File: src/shared/supervisor_pkg.sv
package supervisor_pkg;
  localparam int unsigned CLK_FREQ_HZ = 125000000;
  localparam int unsigned CLK_PERIOD_NS = 8;
  // Glitch rejection limit in ns; requests shorter than this are ignored.
  localparam int unsigned REJECT_PULSE_NS = 50;
  // Guaranteed accepted request width in ns.
  localparam int unsigned MIN_REQUEST_PULSE_NS = 200;
  // Reset stretch after request release, in ms, inside the 40..200 window.
  localparam int unsigned RELEASE_DELAY_MIN_MS = 40;
  localparam int unsigned RELEASE_DELAY_MAX_MS = 200;
  localparam int unsigned RELEASE_DELAY_MS = 100;
  // Recovery period of the supply-fail comparator, in ms.
  localparam int unsigned RECOVERY_PERIOD_MS = 200;
  // Battery check interval in hours.
  localparam int unsigned CHECK_INTERVAL_H = 24;
  // Filter length: accept after more than the rejection limit (round up).
  localparam int unsigned REJECT_CYCLES =
    (REJECT_PULSE_NS + CLK_PERIOD_NS - 1) / CLK_PERIOD_NS;
  localparam int unsigned MIN_REQUEST_CYCLES =
    (MIN_REQUEST_PULSE_NS + CLK_PERIOD_NS - 1) / CLK_PERIOD_NS;
  localparam longint unsigned RELEASE_DELAY_CYCLES =
    longint'(RELEASE_DELAY_MS) * (CLK_FREQ_HZ / 1000);
  localparam longint unsigned RECOVERY_CYCLES =
    longint'(RECOVERY_PERIOD_MS) * (CLK_FREQ_HZ / 1000);
  localparam longint unsigned CHECK_INTERVAL_CYCLES =
    longint'(CHECK_INTERVAL_H) * 64'd3600 * longint'(CLK_FREQ_HZ);
  localparam int unsigned FILTER_W = 4;
  localparam int unsigned TIMER_W = 48;
endpackage : supervisor_pkg
File: src/rtl/pulse_filter.sv
`timescale 1ns/1ps
module pulse_filter
  import supervisor_pkg::*;
(
  input wire logic i_sys_clk,
  input wire logic i_rst,
  input wire logic i_level_n,
  output logic o_accept
);
  logic [FILTER_W-1:0] cnt_reg;
  logic [FILTER_W-1:0] cnt_next;
  logic acc_reg;
  logic acc_next;
  localparam logic [FILTER_W-1:0] LIMIT = FILTER_W'(REJECT_CYCLES);

  always_comb begin
    cnt_next = cnt_reg;
    acc_next = 1'b0;
    if (i_level_n) begin
      cnt_next = '0;
    end else if (cnt_reg != LIMIT) begin
      cnt_next = cnt_reg + FILTER_W'(1);
    end else begin
      acc_next = 1'b1;
    end
  end

  always_ff @(posedge i_sys_clk or posedge i_rst) begin
    if (i_rst) begin
      cnt_reg <= '0;
      acc_reg <= 1'b0;
    end else begin
      cnt_reg <= cnt_next;
      acc_reg <= acc_next;
    end
  end

  assign o_accept = acc_reg;
endmodule : pulse_filter

File: src/rtl/supervisor_reset_battery_monitor.sv
`timescale 1ns/1ps
// Operation
// - Low request pulses shorter than 50 ns cause no reset.
// - Reset output stays low 40 to 200 ms after the request returns high.
// - The battery is checked at power-up and every 24 hours or more.
// - A failing check asserts the active-low battery-low output.
// - Battery-low stays until a later check passes.
// - Checks run only while the main supply is nominal.
// - Battery-low is open drain: drive low or release.
// - With supply valid and comparator on, fail flag follows the sense.
// - In back-up the comparator is off and the fail flag is held low.
// - On supply return the fail flag is forced high for the recovery time.
// - After recovery the comparator is on and the flag follows the sense.
// - A requested reset lasts the release delay, not the recovery time of a power-cycle reset.
module supervisor_reset_battery_monitor
  import supervisor_pkg::*;
#(
  parameter longint unsigned RELEASE_CYCLES_P = RELEASE_DELAY_CYCLES,
  parameter longint unsigned RECOVERY_CYCLES_P = RECOVERY_CYCLES,
  parameter longint unsigned CHECK_CYCLES_P = CHECK_INTERVAL_CYCLES
)(
  input wire logic i_sys_clk,
  input wire logic i_rst,
  input wire logic i_reset_request_in_n,
  input wire logic i_supply_ok,
  input wire logic i_battery_ok,
  input wire logic i_supply_fail_sense_in,
  output logic o_system_reset_n,
  output logic o_battery_low_out_n,
  output logic o_battery_low_oe,
  output logic o_supply_fail_flag_out_n
);
  typedef enum logic [3:0] {
    ST_BACKUP = 4'b0001,
    ST_RECOVER = 4'b0010,
    ST_RUN = 4'b0100,
    ST_HOLD = 4'b1000
  } mode_e;

  function automatic logic [TIMER_W-1:0] bump(
    input logic [TIMER_W-1:0] v
  );
    bump = v + TIMER_W'(1);
  endfunction : bump

  logic req_s1_reg;
  logic req_s2_reg;
  logic sup_s1_reg;
  logic sup_s2_reg;
  logic bat_s1_reg;
  logic bat_s2_reg;
  logic sen_s1_reg;
  logic sen_s2_reg;
  logic accept;

  always_ff @(posedge i_sys_clk or posedge i_rst) begin
    if (i_rst) begin
      req_s1_reg <= 1'b1;
      req_s2_reg <= 1'b1;
      sup_s1_reg <= 1'b0;
      sup_s2_reg <= 1'b0;
      bat_s1_reg <= 1'b1;
      bat_s2_reg <= 1'b1;
      sen_s1_reg <= 1'b1;
      sen_s2_reg <= 1'b1;
    end else begin
      req_s1_reg <= i_reset_request_in_n;
      req_s2_reg <= req_s1_reg;
      sup_s1_reg <= i_supply_ok;
      sup_s2_reg <= sup_s1_reg;
      bat_s1_reg <= i_battery_ok;
      bat_s2_reg <= bat_s1_reg;
      sen_s1_reg <= i_supply_fail_sense_in;
      sen_s2_reg <= sen_s1_reg;
    end
  end

  pulse_filter u_filter (
    .i_sys_clk(i_sys_clk),
    .i_rst(i_rst),
    .i_level_n(req_s2_reg),
    .o_accept(accept)
  );

  mode_e mode_reg;
  mode_e mode_next;
  logic [TIMER_W-1:0] tmr_reg;
  logic [TIMER_W-1:0] tmr_next;
  logic rst_n_reg;
  logic rst_n_next;
  logic [TIMER_W-1:0] chk_reg;
  logic [TIMER_W-1:0] chk_next;
  logic bl_reg;
  logic bl_next;
  logic pf_n_reg;
  logic pf_n_next;
  logic start_check;

  localparam logic [TIMER_W-1:0] REL_LAST = TIMER_W'(RELEASE_CYCLES_P - 1);
  localparam logic [TIMER_W-1:0] REC_LAST = TIMER_W'(RECOVERY_CYCLES_P - 1);
  localparam logic [TIMER_W-1:0] CHK_LAST = TIMER_W'(CHECK_CYCLES_P - 1);

  // Mode, stretch timer and system reset.
  always_comb begin
    mode_next = mode_reg;
    tmr_next = tmr_reg;
    rst_n_next = rst_n_reg;
    if (!sup_s2_reg) begin
      mode_next = ST_BACKUP;
      tmr_next = '0;
      rst_n_next = 1'b0;
    end else begin
      unique case (mode_reg)
        ST_BACKUP: begin
          mode_next = ST_RECOVER;
          tmr_next = '0;
        end
        ST_RECOVER: begin
          rst_n_next = 1'b0;
          tmr_next = bump(tmr_reg);
          if (tmr_reg == REC_LAST) begin
            tmr_next = '0;
            if (accept) begin
              mode_next = ST_HOLD;
            end else begin
              mode_next = ST_RUN;
              rst_n_next = 1'b1;
            end
          end
        end
        ST_RUN: begin
          rst_n_next = 1'b1;
          if (accept) begin
            mode_next = ST_HOLD;
            rst_n_next = 1'b0;
            tmr_next = '0;
          end
        end
        ST_HOLD: begin
          rst_n_next = 1'b0;
          if (!req_s2_reg) begin
            tmr_next = '0;
          end else begin
            tmr_next = bump(tmr_reg);
            if (tmr_reg == REL_LAST) begin
              mode_next = ST_RUN;
              rst_n_next = 1'b1;
            end
          end
        end
      endcase
    end
  end

  always_ff @(posedge i_sys_clk or posedge i_rst) begin
    if (i_rst) begin
      mode_reg <= ST_BACKUP;
      tmr_reg <= '0;
      rst_n_reg <= 1'b0;
    end else begin
      mode_reg <= mode_next;
      tmr_reg <= tmr_next;
      rst_n_reg <= rst_n_next;
    end
  end

  // Battery check scheduler and battery-low flag.
  always_comb begin
    chk_next = chk_reg;
    bl_next = bl_reg;
    start_check = 1'b0;
    if (!sup_s2_reg) begin
      chk_next = '0;
    end else if (mode_reg == ST_BACKUP) begin
      start_check = 1'b1;
    end else begin
      chk_next = bump(chk_reg);
      if (chk_reg == CHK_LAST) begin
        chk_next = '0;
        start_check = 1'b1;
      end
    end
    if (start_check) begin
      bl_next = !bat_s2_reg;
    end
  end

  always_ff @(posedge i_sys_clk or posedge i_rst) begin
    if (i_rst) begin
      chk_reg <= '0;
      bl_reg <= 1'b0;
    end else begin
      chk_reg <= chk_next;
      bl_reg <= bl_next;
    end
  end

  // Supply-fail flag.
  always_comb begin
    pf_n_next = pf_n_reg;
    if (!sup_s2_reg) begin
      pf_n_next = 1'b0;
    end else if (mode_reg == ST_BACKUP || mode_reg == ST_RECOVER) begin
      pf_n_next = 1'b1;
    end else begin
      pf_n_next = sen_s2_reg;
    end
  end

  always_ff @(posedge i_sys_clk or posedge i_rst) begin
    if (i_rst) begin
      pf_n_reg <= 1'b0;
    end else begin
      pf_n_reg <= pf_n_next;
    end
  end

  assign o_system_reset_n = rst_n_reg;
  assign o_battery_low_out_n = 1'b0;
  assign o_battery_low_oe = bl_reg;
  assign o_supply_fail_flag_out_n = pf_n_reg;
endmodule : supervisor_reset_battery_monitor

File: config.mk
export PLATFORM = sky130hd
export DESIGN_NAME = supervisor_reset_battery_monitor
export DESIGN_NICKNAME = d
export VERILOG_FILES = /design/src/shared/supervisor_pkg.sv /design/src/rtl/pulse_filter.sv /design/src/rtl/supervisor_reset_battery_monitor.sv
export SDC_FILE = /design/constraint.sdc
export NUM_CORES = 1
export LEC_CHECK = 0
export BUFFER_PORTS_ARGS = -buffer_cell sky130_fd_sc_hd__buf_2
export CAP_MARGIN = 10
export CORE_MARGIN = 1.5
export CORE_UTILIZATION = 57
export DETAILED_ROUTE_END_ITERATION = 16
export PLACE_DENSITY = 0.76
export SYNTH_ARGS = -nofsm -noshare
export SYNTH_HDL_FRONTEND = slang
export SYNTH_SLANG_ARGS = --single-unit
File: constraint.sdc
create_clock -name i_sys_clk -period 2.95 [get_ports i_sys_clk]
set_input_delay 0.1475 -clock i_sys_clk [delete_from_list [all_inputs] [get_ports i_sys_clk]]
set_output_delay 0.1475 -clock i_sys_clk [all_outputs]
set_load 0.02 [all_outputs]
# == Word-level counts from Yosys, hierarchy flattened ==
# Cells that the tools add are included.
# classes
addsub,3
n_eq_ne,14
mux,30
n_reduce_logical,4
# op_table
operator,n
2-to-1 mux 48 bit,7
case mux 48 bit (4 select lines),1
adder 48 x 1 -> 48 bit (second input constant),2
equality test 48 x 24 -> 1 bit (second input constant),1
equality test 48 x 25 -> 1 bit (second input constant),1
equality test 48 x 44 -> 1 bit (second input constant),1
2-to-1 mux 4 bit,8
case mux 4 bit (4 select lines),1
2-to-1 mux 1 bit,12
inequality test 3 bit (second input constant),3
adder 4 x 1 -> 4 bit (second input constant),1
equality test 4 x 1 -> 1 bit (second input constant),1
equality test 4 x 2 -> 1 bit (second input constant),1
equality test 4 x 3 -> 1 bit (second input constant),1
equality test 4 bit (second input constant),1
inequality test 4 x 1 -> 1 bit (second input constant),1
inequality test 4 x 3 -> 1 bit (second input constant),1
AND reduction 4 bit,1
inequality test 3 x 2 -> 1 bit (second input constant),1
case mux 1 bit (3 select lines),1
inequality test 2 bit (second input constant),1
nonzero test 2 bit,1
logical NOT 1 bit,1
logical OR 1 bit,1
# totals
ff_bits,116
input_bits,6
output_inout_bits,4
word_cells,67

# == Logic depth before layout (Yosys ltp) ==
# Gate-level depths: netlist of run 1.
# logic_depth
word_depth,5
depth_mapped,9
mapped_depth_nobuf,6

# == Hierarchy ==
# A second synthesis of run 1 with hierarchy kept.
# hier_totals
hier_cells,726
area_unflattened_um2,6348.6
# by_module_without_submodules
mod,n_inst,cells_each,area_each_um2,seq_area_each_um2
supervisor_reset_battery_monitor,1,705,6102.1,2786.4
pulse_filter,1,21,246.5,125.1

# == Worst setup path after synthesis of run 1 ==
# Ideal clock, no wire load.
# synth_path
kind,reg2reg
start,register tmr_reg[15]
end,register tmr_reg[45]
setup_ps,134
t_arrival_ps,2242
required_ps,2816
path_slack_ps,574
path_stages_with_launch,8
n_path_buf,2
period_less_slack_ps,2376
path_cell_list,dfrtp_1 buf_6 or3_1 or4_4 or4b_4 a21oi_4 buf_6 a21oi_1
# synth_between
elab_chain_len,4
word_cells_on_any_way,6
cone_classes,add/sub: 1; eq/ne: 1; mux: 4
# synth_lines
element,line_no,rtl
"start, declared",supervisor_reset_battery_monitor.sv:87,logic [TIMER_W-1:0] tmr_reg;
"start signal, assigned",supervisor_reset_battery_monitor.sv:162,tmr_reg <= tmr_next;
adder 48 x 1 -> 48 bit or equality test 48 x 25 -> 1 bit (tied branches),"supervisor_reset_battery_monitor.sv:43, supervisor_reset_battery_monitor.sv:121",
2-to-1 mux 48 bit (on tied branches),"supervisor_reset_battery_monitor.sv:141, supervisor_reset_battery_monitor.sv:121",
case mux 48 bit (4 select lines) (*),supervisor_reset_battery_monitor.sv:113,unique case (mode_reg)
2-to-1 mux 48 bit (*),supervisor_reset_battery_monitor.sv:108,if (!sup_s2_reg) begin
# Mark *: on every way between the ends. The rest lies on a longest branch, timed or not.
# A chain may end at the register's enable or synchronous reset.

# == Worst setup path after layout of run 1 ==
# layout_path
start,register tmr_reg[0]
end,register tmr_reg[46]
# Same word-level chain as after synthesis.

==> results of run 1 <==
==> critical path, stage by stage, from the launching register on <==
cell	delay [ns]
dfrtp_1	0.38
ha_1	0.22
and4_1	0.27
nand3_1	0.17
or4_1	0.54
buf_4	0.22
or4_1	0.51
a21oi_1	0.17
==> cell families after synthesis <==
logic type | after synthesis | synth area share
flip-flops | 116 | 0.446
multiplexers | 4 | 0.00613
buffers and inverters | 68 | 0.0463
other | 1 | 0.000574
XOR/XNOR | 30 | 0.0402
AND/OR/NAND/NOR | 346 | 0.298
adder cells (fa/ha/maj) | 3 | 0.00574
AO/OA/AOI/OAI | 157 | 0.158
==> power by group through the flow <==
stage,Sequential (mW),Clock [mW],Combinational (mW)
final,1.65,2.27,0.195
after global routing,1.65,2.36,0.217
after CTS,1.65,2.28,0.196
after detailed placement,1.68,0,0.189
after global placement,1.68,0,0.184
after floorplan,1.67,0,0.134
==> synth_stat cells (all sizes together) (15+ instances only) <==
cell      n
nor4     20
xor2     15
a31oi    38
nand2    57
or3      18
nor2     53
o21ai    30
nand3    53
clkbuf   33
nor3     17
inv      20
nand4    47
xnor2    15
a21oi    33
and4     15
or4      15
dfrtp   109
==> stage by stage <==
stage          total power, mW  hold slack (ns)  instances  area (sq um)
2_1_floorplan             1.81            0.152        725          6540
3_3_place_gp              1.86            0.254        849          6740
3_5_place_dp              1.87            0.254        849          6740
4_1_cts                   4.13            0.355        886          7440
5_1_grt                   4.23            0.359        886          7440
6_report                  4.11            0.353        886          7440
==> worst max path at each step <==
| stage | startpoint | end | slack (ns) | depth (start not counted) |
|---|---|---|---|---|
| after floorplan | tmr_reg[15]$_DFFE_PP0P_ | tmr_reg[45]$_DFFE_PP0P_ | 0.57 | 7 |
| after global routing | chk_reg[1]$_DFFE_PP0P_ | o_battery_low_oe$_DFFE_PP0P_ | 0.22 | 8 |
| final | tmr_reg[0]$_DFFE_PP0P_ | tmr_reg[46]$_DFFE_PP0P_ | 0.37 | 7 |
| after detailed placement | tmr_reg[0]$_DFFE_PP0P_ | tmr_reg[34]$_DFFE_PP0P_ | 0.41 | 7 |
| after CTS | tmr_reg[0]$_DFFE_PP0P_ | tmr_reg[46]$_DFFE_PP0P_ | 0.38 | 7 |
| after global placement | tmr_reg[0]$_DFFE_PP0P_ | tmr_reg[34]$_DFFE_PP0P_ | 0.50 | 7 |
==> layout make-up <==
| class | instances | share of cell area |
|---|---|---|
| flip-flops and latches | 116 | 0.391 |
| inverters | 21 | 0.0111 |
| multi-input cells | 541 | 0.448 |
| well taps | 140 | 0.0235 |
| clock buffers | 19 | 0.0595 |
| repair buffers | 36 | 0.0387 |
| clock inverters | 13 | 0.0276 |
==> layer usage <==
| layer | wire (um) | up-vias |
|---|---|---|
| li1 | - | 2790 |
| met1 | 7290 | 2924 |
| met2 | 7410 | 236 |
| met3 | 1140 | 27 |
| met4 | 211 | 0 |
| met5 | 0 | - |
==> placed cells by master (no fill, tap or decap), types with 13 or more instances in the layout <==
| master | Yosys | routed |
|---|---|---|
| a31oi_1 | 38 | 38 |
| nand3_1 | 53 | 53 |
| xor2_1 | 15 | 15 |
| a21oi_1 | 30 | 30 |
| nor2_1 | 53 | 51 |
| xnor2_1 | 15 | 15 |
| nor4_1 | 18 | 17 |
| inv_1 | 20 | 19 |
| nand4_1 | 47 | 47 |
| and4_1 | 14 | 14 |
| nor3_1 | 17 | 17 |
| nand2_1 | 57 | 57 |
| a41oi_1 | 13 | 13 |
| o21ai_0 | 30 | 30 |
| dfrtp_1 | 109 | 109 |
| clkbuf_16 | 0 | 17 |
| or3_1 | 18 | 18 |
| or4_1 | 14 | 14 |
| buf_4 | 1 | 21 |
| and3_1 | 13 | 13 |
==> timing repair <==
action / in CTS / in global routing
hold buffers: 5 / 0
hold endpoints to repair: 34 / 0
gates resized for setup: 0 / 0
==> flow_metrics.tcl, run 1 <==
set metrics [dict create \
    run_status "complete, no violations" \
    critical_path_required_ns 3.28 \
    max_slew.worst_pin.slew_ns 0.830 \
    post_cts_buffers 0 \
    postRouteWirelength_um 16000 \
    final_min_period_over_clock_period 0.874 \
    report.final.hold_viol_count 0 \
    min_from "sup_s1_reg$_DFF_PP0_" \
    cts_tree "yes" \
    layout.nets 742 \
    globalRouteMet3Util 0.0729 \
    power.static_leakage_nw 2.78 \
    area.growth.synth_to_final_pct 13.9 \
    gp_congestion 0.952 \
    synth.cell_area_sq_um 6540 \
    place_worst_setup_slack_ns 0.407 \
    critical_path.endpoint_type "flip-flop" \
    synth-async-reset-ratio 1.00 \
    layout_setup_ws_ns 0.371 \
    powerDensity_nw_per_um2 553 \
    ant_nets 0 \
    seq_area_sq_um 2910 \
    max_cap_violations 0 \
    wl_per_cell_um 18.1 \
    layout.filler_cells 872 \
    die_area_sq_um 12100 \
    grt_util_met1 0.401 \
    grt_max_degree 53 \
    yosysWarningCount 0 \
    place.detailed.hpwl_um 10400 \
    h-tree-depth 4 \
    worst_setup_path_start_kind "flip-flop" \
    vias 5977 \
    worstReg2RegEnd "tmr_reg[46]$_DFFE_PP0P_" \
    clk-insertion-delay-late_ns 0.42 \
    depth_of_the_worst_register_to_register_path 7 \
    power.share.switching 0.221 \
    final_max_slew_viol_count 0 \
    starting_utilization_of_the_core_area 0.592 \
    global_route.overflow_total 0 \
    hold_end "sup_s2_reg$_DFF_PP0_" \
    detailedRoute.firstPassIterationCount 6 \
    met2_track_demand_over_resource_in_global_routing 0.434 \
    drive_above_1_share 0.122 \
    worst_slew_margin_rel 0.445 \
    final_setup_fails 0 \
    drt_first_iter_violations 664 \
    ys_seq_area_frac 0.446 \
    net-switching-power_mw 0.911 \
    synth_top_cell_by_area "dfrtp_1" \
    grt_util_all_layers 0.286 \
    number_of_antenna_violations_at_the_first_check_in_global_routing 0 \
    power_frac_clock 0.551 \
    seq_power_share 0.401 \
    avgSynthCellArea_sq_um 9.01 \
    r2r_setup_slack_ns 0.37 \
    vdd_drop_max_uv 703 \
    clock_sink_count 116 \
    synth_area_leaders "dfrtp_1, nand4_1, nand3_1, a31oi_1, nand2_1" \
    ys_dominant_reg_cell "dfrtp_1" \
    ctsLongestPathBuffers 2 \
    fin_worst_skew_ns 0.0128 \
    wire_length_of_the_first_global_routing_pass_um 26800 \
    clockRootBuffer "clkbuf_16" \
    drcViolationCount 0 \
    multiInputGateArea_sq_um 3340 \
    global_route.peak_usage_layer "met2" \
    arrival_ns 2.91 \
    critical_path_class "flip-flop to flip-flop" \
    io-pin-count 10 \
    critical_r2r_launch "tmr_reg[0]$_DFFE_PP0P_" \
    synthDominantCellAreaShare 0.417 \
    coreArea_sq_um 11000 \
    fmax_mhz 388 \
    hold_path_cell_cnt 0 \
    intPower_mw 3.20 \
    floorplan.die.width_um 110 \
    cts.reportedPaths.clkPinSlew_ns 0.06 \
    first_global_vias 5522 \
    rows 38 \
    tritoncts_buffer_count 17 \
    die_h_um 110 \
    crit_path_max_fanout 25 \
    synth_edf_count 0 \
    finalSetupTns_ns 0 \
    post-route-min-period_ns 2.58 \
    final_core_utilization 0.675 \
    route.detailed.vias_per_inst 6.75 \
    n_antenna_cell 0 \
    netlist-cell-type-count 58 \
    pwr-share-comb 0.047 \
    total_nets_after_synthesis 734 \
    rsz0062_at_grt "no" \
    netlist_instances 725 \
    worstHoldPathType "flip-flop to flip-flop" \
    io_buffers 8 \
    synth.ff_latch_count 116 \
]
Power figures use the tool's default switching activity.
==> run 2: changes to the inputs <==
Settings changed: CORE_MARGIN 1.5 to unset.
==> run 2 against run 1 <==
Combinational power about the same. Non-clock buffer count down 1. Clock skew down 0.0064 ns. Core utilization about the same. Register-to-register slack worse by 0.16 ns. Flip-flop and latch count unchanged. Via count down 0.23%. Cell area down 0.45%.
==> flow_metrics.tcl, run 2 (synthesis gave the netlist of run 1 again) <==
set metrics [dict create \
    run_status "complete, no violations" \
    vdd_drop_max_uv 704 \
    seq_area_sq_um 2910 \
    grt_util_all_layers 0.302 \
    post-route-min-period_ns 2.74 \
    vias 5963 \
    die_area_sq_um 11900 \
    wl_per_cell_um 18.4 \
    rows 38 \
    clk-insertion-delay-late_ns 0.42 \
    n_antenna_cell 0 \
    ant_nets 0 \
    first_global_vias 5490 \
    drive_above_1_share 0.122 \
    worst_setup_path_start_kind "flip-flop" \
    critical_path.endpoint_type "flip-flop" \
    ctsLongestPathBuffers 2 \
    layout_commonest_cell "dfrtp_1" \
    powerDensity_nw_per_um2 535 \
    crit_path_max_fanout 20 \
    cts.reportedPaths.clkPinSlew_ns 0.06 \
    finalSetupTns_ns 0 \
    final_min_period_over_clock_period 0.929 \
    power.static_leakage_nw 2.75 \
    place.detailed.hpwl_um 10200 \
    critical_path_required_ns 3.29 \
    place_worst_setup_slack_ns 0.276 \
    h-tree-depth 4 \
    detailedRoute.firstPassIterationCount 5 \
    layout.cells.most_common_list "dfrtp_1, nand2_1, nand3_1" \
    critical_path_class "flip-flop to flip-flop" \
    clockRootBuffer "clkbuf_16" \
    finalPower_mw 3.96 \
    grt_max_degree 80 \
    route.detailed.vias_per_inst 6.74 \
    io-pin-count 10 \
    gp_congestion 0.912 \
    arrival_ns 3.08 \
    final_core_utilization 0.675 \
    global_route.overflow_total 0 \
    cts_tree "yes" \
    worst_slew_margin_rel 0.426 \
    floorplan.die.width_um 109 \
    layout.filler_cells 829 \
    number_of_antenna_violations_at_the_first_check_in_global_routing 0 \
    r2r_setup_slack_ns 0.21 \
    io_buffers 8 \
    multiInputGateArea_sq_um 3340 \
    layout_setup_ws_ns 0.210 \
    rsz0062_at_grt "no" \
    clock_sink_count 116 \
    wire_length_of_the_first_global_routing_pass_um 27600 \
    final_max_slew_viol_count 0 \
    postRouteWirelength_um 16200 \
    worstHoldPathType "flip-flop to flip-flop" \
    max_cap_violations 0 \
    starting_utilization_of_the_core_area 0.595 \
    tritoncts_buffer_count 17 \
    report.final.hold_viol_count 0 \
    die_h_um 109 \
    drcViolationCount 0 \
    area.growth.synth_to_final_pct 13.4 \
    final_setup_fails 0 \
    post_cts_buffers 0 \
    coreArea_sq_um 11000 \
    layout.nets 741 \
    fin_worst_skew_ns 0.00631 \
    hold-worst-slack_ns 0.347 \
    drt_first_iter_violations 483 \
    max_slew.worst_pin.slew_ns 0.859 \
    fmax_mhz 365 \
]
-- run 2: changes by cell type in the layout (fill, tap and decap cells not counted), sizes merged --
cell      before  now
bufinv         5    3
clkinv         5    6
clkbuf        19   17
clkinvlp       4    7
buf           31   30
-- run 2: critical path, cell delays in order (launching register included) --
cell and delay [ns]:
dfrtp_1 0.39, ha_1 0.22, and4_1 0.26, nand3_1 0.16
or4_1 0.85, or4_1 0.61, a21oi_1 0.16
-- run 2: per-stage QoR --
stage,cells,instance area [sq um]
after floorplan,725,6540
after global placement,848,6750
after detailed placement,848,6750
after CTS,885,7410
after global routing,885,7410
final,885,7410
-- run 2: cell type report --
| cell class | instances | share of cell area |
|---|---|---|
| clock buffer | 17 | 0.0574 |
| clock inverter | 15 | 0.0248 |
| inverter | 21 | 0.0111 |
| multi-input combinational | 541 | 0.450 |
| sequential | 116 | 0.393 |
| tap | 140 | 0.0236 |
| timing repair buffer | 35 | 0.0395 |
-- run 2: repair_timing --
item,CTS,global route
gates resized for setup,0,0
endpoints found under the hold margin,35,0
hold buffers,5,0
-- run 2: path summary, 6_finish.rpt --
path	start	depth (start not counted)	end
min	sup_s1_reg$_DFF_PP0_	0	sup_s2_reg$_DFF_PP0_
min in group asynchronous	i_rst	3	mode_reg[1]$_DFFE_PP0P_
max reg2reg	tmr_reg[0]$_DFFE_PP0P_	6	tmr_reg[42]$_DFFE_PP0P_
min reg2reg	sup_s1_reg$_DFF_PP0_	0	sup_s2_reg$_DFF_PP0_
max	tmr_reg[0]$_DFFE_PP0P_	6	tmr_reg[42]$_DFFE_PP0P_
max in group asynchronous	i_rst	4	tmr_reg[18]$_DFFE_PP0P_
-- run 2: report_power, final --
| part | leakage (nW) | total [mW] | internal [mW] | switching [mW] |
|---|---|---|---|---|
| clock | 0.278 | 2.12 | 1.33 | 0.787 |
| combinational | 0.891 | 0.194 | 0.0589 | 0.135 |
| sequential | 1.58 | 1.65 | 1.62 | 0.0293 |
-- run 2: per-layer routing --
layer  track usage  routed length (um)  share of wire  vias to the layer above
li1              -                   -              -                     2778
met1         0.426                7480           0.46                     2920
met2         0.446                7460           0.46                      239
met3        0.0723                1060          0.065                       26
met4         0.124                 238          0.015                        0
met5             0                   0              0                        -
